File: src/i2c_ext_pkg.sv
// Shared constants for the two-wire bus control extension block
package i2c_ext_pkg;
   // ==========================================================
   // Register byte offsets
   localparam logic [7:0] CTRL_ONE_OFS = 8'h00;
   localparam logic [7:0] CTRL_TWO_OFS = 8'h04;
   localparam logic [7:0] SHIFT_OFS    = 8'h08;
   localparam logic [7:0] ACK_OFS      = 8'h0C;
   localparam logic [7:0] MODE_OFS     = 8'h10;
   localparam logic [7:0] STATUS_OFS   = 8'h14;
   // ==========================================================
   // Field positions
   localparam int C1_STOP_IE   = 0;
   localparam int C1_WAIT_EN   = 1;
   localparam int C1_DATA_OVR  = 2;
   localparam int C1_CLK_OVR   = 3;
   localparam int C1_DATA_MON  = 4;
   localparam int C1_CLK_MON   = 5;
   localparam int C1_DIV_LO    = 6;
   localparam int C2_TMO_EN    = 0;
   localparam int C2_TMO_FLAG  = 1;
   localparam int C2_TMO_SHORT = 2;
   localparam int C2_DIV_HI    = 3;
   localparam int ACK_LEVEL  = 0;
   localparam int ACK_CLK_EN = 1;
   localparam int MD_ENABLE  = 0;
   localparam int MD_SRC_SEL = 1;
   localparam int MD_DLATCH  = 2;
   localparam int MD_CLATCH  = 3;
   localparam int ST_REQ     = 0;
   localparam int ST_BUSY    = 1;
   localparam int ST_DLEVEL  = 2;
   localparam int ST_CLEVEL  = 3;
   // ==========================================================
   // Reset values and counts
   localparam logic [7:0] CTRL_ONE_RST = 8'h00;
   localparam logic [7:0] CTRL_TWO_RST = 8'h00;
   localparam logic [7:0] ACK_RST      = 8'h00;
   localparam logic [3:0] MODE_RST     = 4'hC;
   localparam logic [3:0] LAST_DATA_BIT = 4'h8;
   localparam logic [3:0] ACK_BIT       = 4'h9;
   localparam int LONG_TMO_BITS  = 16;
   localparam int SHORT_TMO_BITS = 14;
endpackage : i2c_ext_pkg

File: src/i2c_ext_if.sv
// Carrier between the top block, the clock divider and the time-out detector
`timescale 1ns/1ps
`default_nettype none
interface i2c_ext_if;
   logic [4:0] div_sel;     // divider_sel_b4..b0
   logic       src_sel;     // source_clock_select
   logic       run;         // Interface enabled and clocked
   logic       tick;        // One pulse per bus_system_clock cycle
   logic       tmo_en;      // timeout_enable
   logic       tmo_short;   // timeout_period_select
   logic       busy;        // bus_busy_flag
   logic       scl_high;    // Synchronised clock line is high
   logic       overflow;    // Time-out counter overflow pulse
   modport top_mp (output div_sel, src_sel, run, tmo_en, tmo_short, busy, scl_high,
                   input tick, overflow);
   modport div_mp (input div_sel, src_sel, run, output tick);
   modport tmo_mp (input run, tick, tmo_en, tmo_short, busy, scl_high, output overflow);
endinterface : i2c_ext_if
`default_nettype wire

File: src/i2c_recv_wait_timeout_ctrl.sv
// Top of the two-wire bus control extension: registers, wait stall, pin override
//
// Summary of operation
// - Receive wait raises interrupt after last data bit
// - After restart, interrupt again at acknowledge fall
// - Wait enable reads internal wait flag
// - Transmit or address byte: flag stays zero
// - Data override drives port latch on pin
// - Clock override drives port latch on pin
// - Software reads real line levels always
// - Monitor bits show internal driver levels, not override levels, read-only
// - Five-bit select picks bus clock divide ratio
// - Source select picks full or half clock
// - Works in wait mode unless clock stopped
// - Busy, clock high for period: time-out
// - Overflow sets flag and interrupt together
// - Counter is 16 bits long, 14 short
// - Request bit low holds clock line low
//
// The register addresses and register access over APB were chosen for this implementation.
`timescale 1ns/1ps
`default_nettype none
module i2c_recv_wait_timeout_ctrl
(
   input  wire logic        clk,
   input  wire logic        srst,
   // APB slave
   input  wire logic        psel,
   input  wire logic        penable,
   input  wire logic        pwrite,
   input  wire logic [7:0]  paddr,
   input  wire logic [31:0] pwdata,
   output logic [31:0]      prdata,
   output logic             pready,
   output logic             pslverr,
   // State from the start/stop and direction logic on the same clock
   input  wire logic        bus_busy_flag,
   input  wire logic        transmit_mode,
   input  wire logic        address_phase,
   // Power mode
   input  wire logic        wait_mode,
   input  wire logic        wait_clock_stop,
   // Bus pins, open drain
   input  wire logic        data_line_i,
   output logic             data_line_o,
   output logic             data_line_oe,
   input  wire logic        clock_line_i,
   output logic             clock_line_o,
   output logic             clock_line_oe,
   // Bus interrupt, one-cycle pulse
   output logic             bus_irq
);
   import i2c_ext_pkg::*;

   // Shared carrier to the divider and the time-out counter
   i2c_ext_if ctl ();

   logic [7:0]  ctrl_one_q;
   logic [7:0]  ctrl_two_q;
   logic [7:0]  shift_q;
   logic [7:0]  ack_q;
   logic [3:0]  mode_q;
   logic        req_q;       // Interrupt request bit, 0 while a request stands
   logic        wait_flag_q;
   logic        tof_q;
   logic        irq_q;
   logic [3:0]  bit_cnt_q;
   logic [1:0]  sda_sync_q;
   logic [1:0]  scl_sync_q;
   logic        scl_prev_q;
   logic [31:0] rdata_q;
   logic        ready_q;
   logic        err_q;
   logic        sda_o_q;
   logic        sda_oe_q;
   logic        scl_o_q;
   logic        scl_oe_q;
   logic        sda_int;
   logic        scl_int;
   logic        enabled;
   logic        run;
   logic        wr_fire;
   logic        rd_take;
   logic        scl_fall;
   logic        wait_eff;
   logic        last_data_fall;
   logic        ack_fall;
   logic        stall_evt;
   logic        done_evt;
   logic        mapped;
   logic [7:0]  ctrl_one_rd;
   logic [3:0]  status_rd;

   // Decode used by read mux, write strobes and error answer
   function automatic logic hit(input logic [7:0] a, input logic [7:0] ofs);
      hit = (a == ofs);
   endfunction : hit

   // ==========================================================
   // Control wiring
   assign enabled = mode_q[MD_ENABLE];
   // No clock means no operation when the peripheral clock stops in wait mode
   assign run     = enabled && !(wait_mode && wait_clock_stop);
   assign mapped  = hit(paddr, CTRL_ONE_OFS) || hit(paddr, CTRL_TWO_OFS) ||
                    hit(paddr, SHIFT_OFS) || hit(paddr, ACK_OFS) ||
                    hit(paddr, MODE_OFS) || hit(paddr, STATUS_OFS);
   assign wr_fire = psel && penable && ready_q && pwrite;
   assign rd_take = psel && penable && !ready_q && !pwrite;

   // Divider and time-out controls; the counter sees only the synchronised clock
   assign ctl.div_sel   = {ctrl_two_q[C2_DIV_HI+2:C2_DIV_HI], ctrl_one_q[C1_DIV_LO+1:C1_DIV_LO]};
   assign ctl.src_sel   = mode_q[MD_SRC_SEL];
   assign ctl.run       = run;
   assign ctl.tmo_en    = ctrl_two_q[C2_TMO_EN];
   assign ctl.tmo_short = ctrl_two_q[C2_TMO_SHORT];
   assign ctl.busy      = bus_busy_flag;
   assign ctl.scl_high  = scl_sync_q[1];

   // Bus system clock as a tick pulse
   i2c_clk_div u_div
   (
      .clk  (clk),
      .srst (srst),
      .ctl  (ctl)
   );

   // Stuck-high clock detector
   i2c_timeout u_tmo
   (
      .clk  (clk),
      .srst (srst),
      .ctl  (ctl)
   );

   // ==========================================================
   // Pin synchronisers; only the second stage is read
   always_ff @(posedge clk)
   begin
      if (srst)
      begin
         sda_sync_q <= 2'b11;
         scl_sync_q <= 2'b11;
         scl_prev_q <= 1'b1;
      end
      else
      begin
         sda_sync_q <= {sda_sync_q[0], data_line_i};
         scl_sync_q <= {scl_sync_q[0], clock_line_i};
         scl_prev_q <= scl_sync_q[1];
      end
   end

   // A frozen block sees no clock falls at all
   assign scl_fall = run && scl_prev_q && !scl_sync_q[1];

   // ==========================================================
   // Bit clock counter, 1..8 data, 9 acknowledge
   always_ff @(posedge clk)
   begin
      if (srst || !run || !bus_busy_flag)
         bit_cnt_q <= 4'h0;
      else if (scl_fall)
         bit_cnt_q <= (bit_cnt_q == ACK_BIT) ? 4'h1 : 4'(bit_cnt_q + 4'h1);
   end

   // Transmit and address bytes never wait, whatever the enable says
   assign wait_eff = wait_flag_q && !transmit_mode && !address_phase;
   assign last_data_fall = scl_fall && (bit_cnt_q == LAST_DATA_BIT - 4'h1);
   assign ack_fall = scl_fall && (bit_cnt_q == LAST_DATA_BIT) && ack_q[ACK_CLK_EN];
   // Stall before the acknowledge clock only in receive-wait mode
   assign stall_evt = last_data_fall && ctrl_one_q[C1_WAIT_EN] && ack_q[ACK_CLK_EN] && wait_eff;
   // Without acknowledge clock the eighth clock is the last one
   assign done_evt = ack_fall || (last_data_fall && !ack_q[ACK_CLK_EN]);

   // ==========================================================
   // Interrupt request bit; the hardware clear wins over a software set
   always_ff @(posedge clk)
   begin
      if (srst || !enabled)
         req_q <= 1'b1;
      else if (run && (stall_evt || done_evt))
         req_q <= 1'b0;
      else if (wr_fire && hit(paddr, SHIFT_OFS))
         req_q <= 1'b1;
      else if (wr_fire && hit(paddr, STATUS_OFS) && pwdata[ST_REQ])
         req_q <= 1'b1;
      else if (wr_fire && hit(paddr, ACK_OFS) && ctrl_one_q[C1_WAIT_EN] && wait_flag_q)
         req_q <= 1'b1;
   end

   // Internal wait flag: shift write sets, acknowledge write clears
   always_ff @(posedge clk)
   begin
      if (srst || !enabled)
         wait_flag_q <= 1'b0;
      else if (wr_fire && hit(paddr, SHIFT_OFS))
         wait_flag_q <= 1'b1;
      else if (wr_fire && hit(paddr, ACK_OFS))
         wait_flag_q <= 1'b0;
   end

   // Time-out flag is sticky until disable; an overflow in that cycle wins
   always_ff @(posedge clk)
   begin
      if (srst)
         tof_q <= 1'b0;
      else if (ctl.overflow)
         tof_q <= 1'b1;
      else if (!enabled)
         tof_q <= 1'b0;
   end

   // One interrupt pulse per stall, byte end or time-out
   always_ff @(posedge clk)
   begin
      if (srst)
         irq_q <= 1'b0;
      else
         irq_q <= run && (stall_evt || done_evt || ctl.overflow);
   end

   // ==========================================================
   // Software-visible registers
   always_ff @(posedge clk)
   begin
      if (srst)
      begin
         ctrl_one_q <= CTRL_ONE_RST;
         ctrl_two_q <= CTRL_TWO_RST;
         shift_q    <= 8'h00;
         ack_q      <= ACK_RST;
         mode_q     <= MODE_RST;
      end
      else if (wr_fire)
      begin
         if (hit(paddr, CTRL_ONE_OFS))
            ctrl_one_q <= pwdata[7:0];
         if (hit(paddr, CTRL_TWO_OFS))
            ctrl_two_q <= pwdata[7:0];
         if (hit(paddr, SHIFT_OFS))
            shift_q <= pwdata[7:0];
         if (hit(paddr, ACK_OFS))
            ack_q <= pwdata[7:0];
         if (hit(paddr, MODE_OFS))
            mode_q <= pwdata[3:0];
      end
   end

   // ==========================================================
   // Internal line drivers: clock held low while a request stands
   assign scl_int = !(enabled && !req_q);
   // Acknowledge bit is driven only during the acknowledge clock of a receive
   assign sda_int = !(enabled && !transmit_mode && ack_q[ACK_CLK_EN] &&
                      (bit_cnt_q == LAST_DATA_BIT) && req_q && !ack_q[ACK_LEVEL]);

   // Monitors show the internal drivers, so an override does not hide them
   assign ctrl_one_rd = {ctrl_one_q[7:6], scl_int, sda_int,
                         ctrl_one_q[C1_CLK_OVR:C1_DATA_OVR], wait_eff, ctrl_one_q[C1_STOP_IE]};

   // Line levels come from the synchronisers, whatever the pins are driven to
   assign status_rd = {scl_sync_q[1], sda_sync_q[1], bus_busy_flag, req_q};

   // Pin drivers; override replaces only the output, inputs stay connected
   always_ff @(posedge clk)
   begin
      if (srst || !enabled)
      begin
         sda_o_q  <= 1'b1;
         sda_oe_q <= 1'b0;
         scl_o_q  <= 1'b1;
         scl_oe_q <= 1'b0;
      end
      else
      begin
         if (ctrl_one_q[C1_DATA_OVR])
         begin
            sda_o_q  <= mode_q[MD_DLATCH];
            sda_oe_q <= 1'b1;
         end
         else
         begin
            sda_o_q  <= 1'b0;
            sda_oe_q <= !sda_int;
         end
         if (ctrl_one_q[C1_CLK_OVR])
         begin
            scl_o_q  <= mode_q[MD_CLATCH];
            scl_oe_q <= 1'b1;
         end
         else
         begin
            scl_o_q  <= 1'b0;
            scl_oe_q <= !scl_int;
         end
      end
   end

   // ==========================================================
   // APB: one wait state, read data latched in the first access cycle
   always_ff @(posedge clk)
   begin
      if (srst)
      begin
         ready_q <= 1'b0;
         err_q   <= 1'b0;
         rdata_q <= 32'h0000_0000;
      end
      else
      begin
         ready_q <= psel && penable && !ready_q;
         err_q   <= psel && penable && !ready_q && !mapped;
         if (rd_take)
         begin
            rdata_q <= 32'h0000_0000;
            if (hit(paddr, CTRL_ONE_OFS))
               rdata_q[7:0] <= ctrl_one_rd;
            if (hit(paddr, CTRL_TWO_OFS))
               rdata_q[7:0] <= {ctrl_two_q[7:3], ctrl_two_q[C2_TMO_SHORT], tof_q, ctrl_two_q[C2_TMO_EN]};
            if (hit(paddr, SHIFT_OFS))
               rdata_q[7:0] <= shift_q;
            if (hit(paddr, ACK_OFS))
               rdata_q[7:0] <= ack_q;
            if (hit(paddr, MODE_OFS))
               rdata_q[3:0] <= mode_q;
            if (hit(paddr, STATUS_OFS))
               rdata_q[3:0] <= status_rd;
         end
      end
   end

   // ==========================================================
   // Every port comes straight from a register
   assign prdata        = rdata_q;
   assign pready        = ready_q;
   assign pslverr       = err_q;
   assign data_line_o   = sda_o_q;
   assign data_line_oe  = sda_oe_q;
   assign clock_line_o  = scl_o_q;
   assign clock_line_oe = scl_oe_q;
   assign bus_irq       = irq_q;
endmodule : i2c_recv_wait_timeout_ctrl
`default_nettype wire

File: src/i2c_clk_div.sv
// Bus system clock divider with half-step ratios
`timescale 1ns/1ps
`default_nettype none
module i2c_clk_div
(
   input  wire logic clk,
   input  wire logic srst,
   i2c_ext_if.div_mp ctl
);
   import i2c_ext_pkg::*;

   logic       half_q;   // Half-rate source phase
   logic [4:0] acc_q;    // Half-steps of source clock
   logic       tick_q;
   logic       src_en;

   // Threshold in half source cycles; code 3 and codes 20 to 31 fall back to 1/2, low bits count only below 4
   function automatic logic [4:0] ratio_x2(input logic [4:0] sel);
      case (sel[4:2])
         3'b000:  ratio_x2 = (sel[1:0] == 2'b01) ? 5'd8 : (sel[1:0] == 2'b10) ? 5'd16 : 5'd4;
         3'b001:  ratio_x2 = 5'd5;
         3'b010:  ratio_x2 = 5'd6;
         3'b011:  ratio_x2 = 5'd10;
         3'b100:  ratio_x2 = 5'd12;
         default: ratio_x2 = 5'd4;
      endcase
   endfunction : ratio_x2

   // Source is either every clock or every other one
   assign src_en = ctl.src_sel ? half_q : 1'b1;

   // ==========================================================
   // Half-rate phase
   always_ff @(posedge clk)
   begin
      if (srst || !ctl.run)
         half_q <= 1'b0;
      else
         half_q <= ~half_q;
   end

   // Accumulate two half-steps per source cycle so 2.5 needs no fractional state
   always_ff @(posedge clk)
   begin
      tick_q <= 1'b0;
      if (srst || !ctl.run)
         acc_q <= 5'd0;
      else if (src_en)
      begin
         if (acc_q + 5'd2 >= ratio_x2(ctl.div_sel))
         begin
            acc_q  <= 5'(acc_q + 5'd2 - ratio_x2(ctl.div_sel));
            tick_q <= 1'b1;
         end
         else
            acc_q <= 5'(acc_q + 5'd2);
      end
   end

   assign ctl.tick = tick_q;
endmodule : i2c_clk_div
`default_nettype wire

File: src/i2c_timeout.sv
// Clock-stuck-high time-out counter
`timescale 1ns/1ps
`default_nettype none
module i2c_timeout
(
   input  wire logic clk,
   input  wire logic srst,
   i2c_ext_if.tmo_mp ctl
);
   import i2c_ext_pkg::*;

   logic [LONG_TMO_BITS-1:0] cnt_q;
   logic                     ovf_q;
   logic                     top;

   // Short mode wraps at 14 bits, long mode at 16
   assign top = ctl.tmo_short ? (&cnt_q[SHORT_TMO_BITS-1:0]) : (&cnt_q);

   // ==========================================================
   // Only a continuous high period while busy is measured
   always_ff @(posedge clk)
   begin
      ovf_q <= 1'b0;
      if (srst || !ctl.run || !ctl.tmo_en || !ctl.busy || !ctl.scl_high)
         cnt_q <= '0;
      else if (ctl.tick)
      begin
         cnt_q <= cnt_q + 1'b1;
         ovf_q <= top;
      end
   end

   assign ctl.overflow = ovf_q;
endmodule : i2c_timeout
`default_nettype wire

File: config.mk
export PLATFORM = sky130hd
export DESIGN_NAME = i2c_recv_wait_timeout_ctrl
export DESIGN_NICKNAME = d
export VERILOG_FILES = /design/src/i2c_ext_pkg.sv /design/src/i2c_ext_if.sv /design/src/i2c_recv_wait_timeout_ctrl.sv /design/src/i2c_clk_div.sv /design/src/i2c_timeout.sv
export SDC_FILE = /design/constraint.sdc
export NUM_CORES = 1
export LEC_CHECK = 0
export BUFFER_PORTS_ARGS = -buffer_cell sky130_fd_sc_hd__clkbuf_2
export CORE_AREA = 3 3 88 90
export CTS_CLUSTER_DIAMETER = 200
export DETAILED_ROUTE_END_ITERATION = 8
export DIE_AREA = 0 0 91 93
export PLACE_DENSITY_LB_ADDON = 0.12
export SLEW_MARGIN = 20
export SYNTH_ARGS = -nofsm -noshare
export SYNTH_HDL_FRONTEND = slang
export SYNTH_SLANG_ARGS = --single-unit
export TNS_END_PERCENT = 5
File: constraint.sdc
create_clock -name clk -period 5.1 [get_ports clk]
set_input_delay 0.255 -clock clk [delete_from_list [all_inputs] [get_ports clk]]
set_output_delay 0.255 -clock clk [all_outputs]
set_load 0.01 [all_outputs]
## After elaboration in Yosys (flattened, before gate mapping)

Cells that the tools add are included.

- Add/sub/neg operators: 4
- $lt $le $gt $ge: 1
- Equal/unequal tests: 15
- Muxes and demuxes: 31
- Bitwise operators: 3
- Reduce and logical (&&, ||, !) cells: 76

Operator list:

| cell | number |
|---|---|
| $mux 5 | 8 |
| $logic_and 1x1->1 | 33 |
| $mux 8 | 4 |
| $pmux 5 s5 | 1 |
| $add 16x1->16 const B | 1 |
| $eq 8x4->1 const B | 2 |
| $eq 8x5->1 const B | 2 |
| $logic_not 1->1 | 16 |
| $reduce_and 16->1 | 1 |
| $mux 1 | 15 |
| $logic_or 1x1->1 | 14 |
| $reduce_and 14->1 | 1 |
| $mux 4 | 3 |
| $reduce_and 2->1 | 5 |
| $eq 4x4->1 const B | 2 |
| $eq 8x3->1 const B | 1 |
| $logic_not 8->1 | 1 |
| $eq 3x2->1 const B | 2 |
| $add 5x2->5 const B | 1 |
| $ge 5x5->1 | 1 |
| $sub 5x5->5 | 1 |
| $add 4x1->4 const B | 1 |
| $eq 4x3->1 const B | 1 |
| $reduce_bool 4->1 | 1 |
| 9 further kinds | 12 |

- Flip-flop bits (word level): 87
- Input port bits: 52
- Output and inout port bits: 39
- Logic and storage cells: 155

## Logic depth before layout (Yosys ltp)

- Depth in word-level cells: 13
- Gate-level depth with buffers: 11
- Gate-level depth less buffers: 11

## By module

From an unflattened synthesis, not the netlist that was laid out.

- Cells, all modules: 441
- Area total of the unflattened synthesis: 4194.0 µm²

Modules (own cells, without submodules):

| module | instances | cells an instance | area an instance (µm²) | seq. area each (µm²) |
|---|---|---|---|---|
| i2c_recv_wait_timeout_ctrl | 1 | 288 | 2830.2 | 1201.2 |
| i2c_timeout | 1 | 80 | 755.7 | 340.3 |
| i2c_clk_div | 1 | 73 | 608.1 | 140.1 |

## Least setup slack after synthesis

No wires, ideal clock.

- Path type: reg2reg
- Start: register ctrl_two_q[4]
- End: register u_div.acc_q[1]
- Library setup time: 0.086 ns
- Arrival: 2.189 ns
- Data required time: 5.014 ns
- Setup slack: 2.826 ns
- Cell stages (with the launch flop): 8
- Buffers on the path: 1
- Period minus slack after synthesis: 2.274 ns
- Cell sequence: dfxtp_1 > clkbuf_1 > or4b_2 > ha_1 > a21o_1 > a31oi_1 > o21ai_0 > a211oi_1

- Longest elaborated chain between the ends: 7
- Elaborated cells on any way between the ends: 14
- Those cells by class: 1 x add/sub; 1 x order compare; 4 x eq/ne; 7 x mux; 1 x reduce/logical

RTL lines:

| what | line | RTL |
|---|---|---|
| start, declared | i2c_recv_wait_timeout_ctrl.sv:59 | `logic [7:0] ctrl_two_q;` |
| start signal, assigned | i2c_recv_wait_timeout_ctrl.sv:239 | `ctrl_two_q <= pwdata[7:0];` |
| $eq 3x3->1 (tied with other cells) | i2c_clk_div.sv:19 | `case (sel[4:2])` |
| $pmux 5 s5 (*) | i2c_clk_div.sv:19 |  |
| $mux 5 | i2c_clk_div.sv:50 | `if (acc_q + 5'd2 >= ratio_x2(ctl.div_sel))` |
| $mux 5 | i2c_clk_div.sv:48 | `else if (src_en)` |
| $mux 5 | i2c_clk_div.sv:46 | `if (srst \|\| !ctl.run)` |
| $sub 5x5->5 | i2c_clk_div.sv:52 | `acc_q <= 5'(acc_q + 5'd2 - ratio_x2(ctl.div_sel));` |
| $mux 5 (*) | i2c_clk_div.sv:50 |  |
| end signal, assigned | i2c_clk_div.sv:52 |  |
| end signal, assigned | i2c_clk_div.sv:56 | `acc_q <= 5'(acc_q + 5'd2);` |
| end, declared | i2c_clk_div.sv:13 | `logic [4:0] acc_q;` |

Every way passes the cells marked *; elsewhere a longest branch is shown, timed or not. The select of a mux whose other input is x is not followed.
A chain may end at the register's enable or synchronous reset.

## Final worst setup path

- Start: register ctrl_one_q[6]
- End: register u_div.acc_q[1]

- Longest elaborated chain between the ends: 8
- Elaborated cells on any way between the ends: 13
- Those cells by class: 1 x add/sub; 1 x order compare; 2 x eq/ne; 9 x mux

RTL lines:

| what | line | RTL |
|---|---|---|
| start, declared | i2c_recv_wait_timeout_ctrl.sv:58 | `logic [7:0] ctrl_one_q;` |
| start signal, assigned | i2c_recv_wait_timeout_ctrl.sv:237 | `ctrl_one_q <= pwdata[7:0];` |
| $eq 2x1->1 / $eq 2x2->1 (equally long branches) | i2c_clk_div.sv:20 | `3'b000: ratio_x2 = (sel[1:0] == 2'b01) ? 5'd8 : (sel[1:0] == 2'b10) ? 5'd16 : 5'd4;` |
| $mux 5 (*) | i2c_clk_div.sv:20 |  |
| $pmux 5 s5 (*) | i2c_clk_div.sv:19 |  |
| $mux 5 / $pmux 5 s5 (equally long branches) | i2c_clk_div.sv:50, i2c_clk_div.sv:19 |  |
| $mux 5 | i2c_clk_div.sv:48 |  |
| $mux 5 | i2c_clk_div.sv:46 |  |
| $sub 5x5->5 / $ge 5x5->1 (equally long branches) | i2c_clk_div.sv:52, i2c_clk_div.sv:50 |  |
| $mux 5 (*) | i2c_clk_div.sv:50 |  |

Marked as above.

==> results by group <==
Outcome
  • Status: finished clean

STA
  • Final WS setup: 2527 ps
  • Relative slew slack: 0.2565
  • Worst-margin pin slew: 1110 ps
  • Fin crit share: 0.5046
  • RSZ-0062 raised after global routing: false
  • Final setup TNS: 0 ps
  • Max Transition Viols Final: 0
  • Final hold violation count: 0
  • Fmax: around 0.39 GHz
  • Final setup viols: 0
  • Time the worst path needs with I/O delays and setup: 2573 ps
  • Final Skew: around 7.5 ps
  • WHS: approximately 70 ps

Placed design
  • I/O Buffers: 42
  • Pre-CTS setup slack: 2281 ps
  • Global placer's final weighted congestion: 0.8628
  • DP HPWL: around 6.2 mm

Logic synthesis
  • FFs w/ async S/R, synth: 0
  • Post-synthesis sequential area ratio: 0.4156
  • Flops & latches, synth: 84
  • Post-Synthesis Cells: 455
  • Cell Area, Synth: 4046 um^2
  • Number of library cell types mapped by synthesis: between 50 and 60
  • Syn Area/Cell: 8.893 um^2
  • Ys Warns: 0
  • Number of flops mapped to enable cells by yosys: 0
  • Ys flop type: dfxtp_1

Global route
  • Vias in the first global route: 2855
  • Initial antenna violation count: 0
  • GR Util All Layers: 0.2039
  • Pin count of the biggest net entering global routing: 51
  • Total gr overflow: 0
  • First-pass GRT wire length: ~14 mm

Cells and area
  • Sequential Area: about 1700 um^2
  • Multi-input gate area: about 2200 um^2
  • Share of cells above drive strength 1: 0.1549
  • # fillers: 664
  • Antenna cells: 0
  • Area grow syn2layout: 10.08%
  • Final net count: 554

Floorplanning
  • CORE AREA: 7137 um^2
  • Die area: ~8500 um^2
  • Top-Level Pins: 91
  • Initial Util: 0.5670
  • Die width: 91 um
  • # rows: 31
  • Die height: 93 um

Power
  • Int Power: between 0.9 and 1 mW
  • Clock share of power: 0.433
  • Leakage: 1.690 nW
  • Psw: 0.2823 mW
  • Switching share of total power: 0.2240
  • Seq pwr share: 0.524
  • Pwr dens: roughly 280 nW/um^2
  • Gate power share: 0.044
  • IR drop worst, VDD: 201.2 uV

Min path
  • Hold path cells: 2
  • HP Class: input port to register

Routing
  • Remaining DRCs: 0
  • WL final: roughly 8.6 mm
  • Vias per inst: 5.309
  • Final ANT Viol Nets: 0
  • DR vias: 3164
  • Pre-Repair DR Iteration Count: 5
  • Per-cell routed wire length: around 14 um
  • DR iter-0 viols: ~210

Critical path
  • Worst r2r path cells: 8
  • WS Path Type: register to register
  • Crit end category: register
  • Required @ worst endpoint: 5370 ps
  • Critical path peak fanout: 5
  • CP Launch Type: register
  • Crit path arrival time: 2840 ps

CTS
  • Total setup buffers inserted after CTS: 0
  • Max Buffers Root-to-Sink: 2
  • CTS clock-pin slew for the worst setup and hold paths: 80 ps
  • Cts bufs inserted: 9
  • CTS sink count: 84
  • Worst-Skew Late Latency: 360 ps
  • Clock root buffer master: clkbuf_8
  • Clock tree from TritonCTS: yes
  • CTS H-tree depth: 3
  • PostCTS Resize Cnt: 0
  • Hold buffer count at cts: 0

Run
  • Reported max-cap violation count: 0
[registers in the layout (all words and copies together), names as in the netlist, 2 cells and up]
signal       flops
u_tmo.cnt_q     16
ack_q            8
prdata           8
shift_q          8
ctrl_two_q       7
ctrl_one_q       6
u_div.acc_q      5
bit_cnt_q        4
mode_q           4
scl_sync_q       2
sda_sync_q       2
[worst paths after layout]
path,start,end,slack (ps)
setup / recovery,ctrl_one_q[6]$_SDFFE_PP0P_,u_div.acc_q[1]$_SDFFE_PP0N_,2530
hold / removal,clock_line_i,scl_sync_q[0]$_SDFF_PP1_,70
setup reg to reg,ctrl_one_q[6]$_SDFFE_PP0P_,u_div.acc_q[1]$_SDFFE_PP0N_,2530
hold reg to reg,scl_sync_q[0]$_SDFF_PP1_,scl_sync_q[1]$_SDFF_PP1_,410
[area by class of cell]
cell class,count,area share
multi-input cells,343,0.4846
flip-flops and latches,84,0.3775
repair buffers,42,0.04719
clock buffers,11,0.03399
well taps,99,0.02781
clock inverters,5,0.01882
inverters,12,0.01011
[metrics by stage]
step / instances / utilization / total power [mW] / cell area, um^2
CTS: 596 / 0.6241 / 1.268 / 4454
detailed placement: 580 / 0.5912 / 0.7291 / 4219
global placement: 580 / 0.5912 / 0.7290 / 4219
global route: 596 / 0.6241 / 1.299 / 4454
finish: 596 / 0.6241 / 1.260 / 4454
floorplan: 478 / - / 0.7204 / 4133
[power groups by stage]
stage	clock network [mW]	registers (mW)	logic, mW
after floorplan	0	0.676	0.0447
after global placement	0	0.676	0.0535
after detailed placement	0	0.675	0.0537
after CTS	0.554	0.660	0.0540
after global routing	0.578	0.660	0.0599
final	0.545	0.660	0.0550
[routing by layer]
metal / track usage / share of wire / vias up
met5: 0 / 0 / -
met4: 0.08543 / 0.018 / 0
met3: 0.03138 / 0.053 / 15
met2: 0.3158 / 0.45 / 81
met1: 0.2846 / 0.48 / 1461
li1: - / - / 1607
[cell families (layout without fill, tap and decap cells)]
logic type      after synthesis  in the layout  share of synthesized area
compound gates               68             68                    0.09926
xor+xnor                     20             20                    0.04329
fa+ha+maj                    10             10                    0.03278
buf+inv                      51             70                    0.07235
flops                        84             84                     0.4156
mux                          34             34                     0.1027
other cells                   1             24                  0.0009268
simple gates                187            187                     0.2332
[critical path, stage by stage, from the launching register on]
cell and delay, ps:
dfxtp_1 360, inv_1 80, ha_1 130, or4b_2 600, ha_1 360, a21o_1 210
a31oi_1 360, o21ai_0 130, a211oi_1 260
[synthesized netlist by cell type (3+ instances only)]
library cell,instances,share of area
dfxtp_1,84,0.42
nand3_1,19,0.024
o211ai_1,4,0.0074
a211oi_1,4,0.0074
nor3b_1,3,0.0056
buf_4,24,0.045
xnor2_1,7,0.015
xor2_1,13,0.028
nor2b_1,8,0.012
clkbuf_1,10,0.0093
or2_2,6,0.0093
a21oi_1,32,0.040
nand2_1,41,0.038
and3_1,4,0.0062
o21ai_0,11,0.014
inv_1,12,0.011
nor3_1,10,0.012
ha_1,9,0.028
nor2_1,65,0.060
or3_1,3,0.0046
nand2b_1,5,0.0077
mux2i_1,28,0.069
nand4_1,8,0.012
buf_2,3,0.0037
mux4_2,6,0.033
a31oi_1,4,0.0062
[layout by cell type (no fill, tap or decap), types with 3 or more instances in the layout]
master	n
o21ai_0	11
or2_2	6
dfxtp_1	84
clkbuf_2	42
mux2i_1	28
clkbuf_8	11
xnor2_1	7
ha_1	9
inv_1	12
nor2_1	65
mux4_2	6
or3_1	3
nor3_1	10
nand2b_1	5
nand3_1	19
and3_1	4
conb_1	24
nor3b_1	3
a211oi_1	4
a21oi_1	32
o211ai_1	4
nand2_1	41
nand4_1	8
xor2_1	13
nor2b_1	8
a31oi_1	4
(Power assumes the default switching activity.)
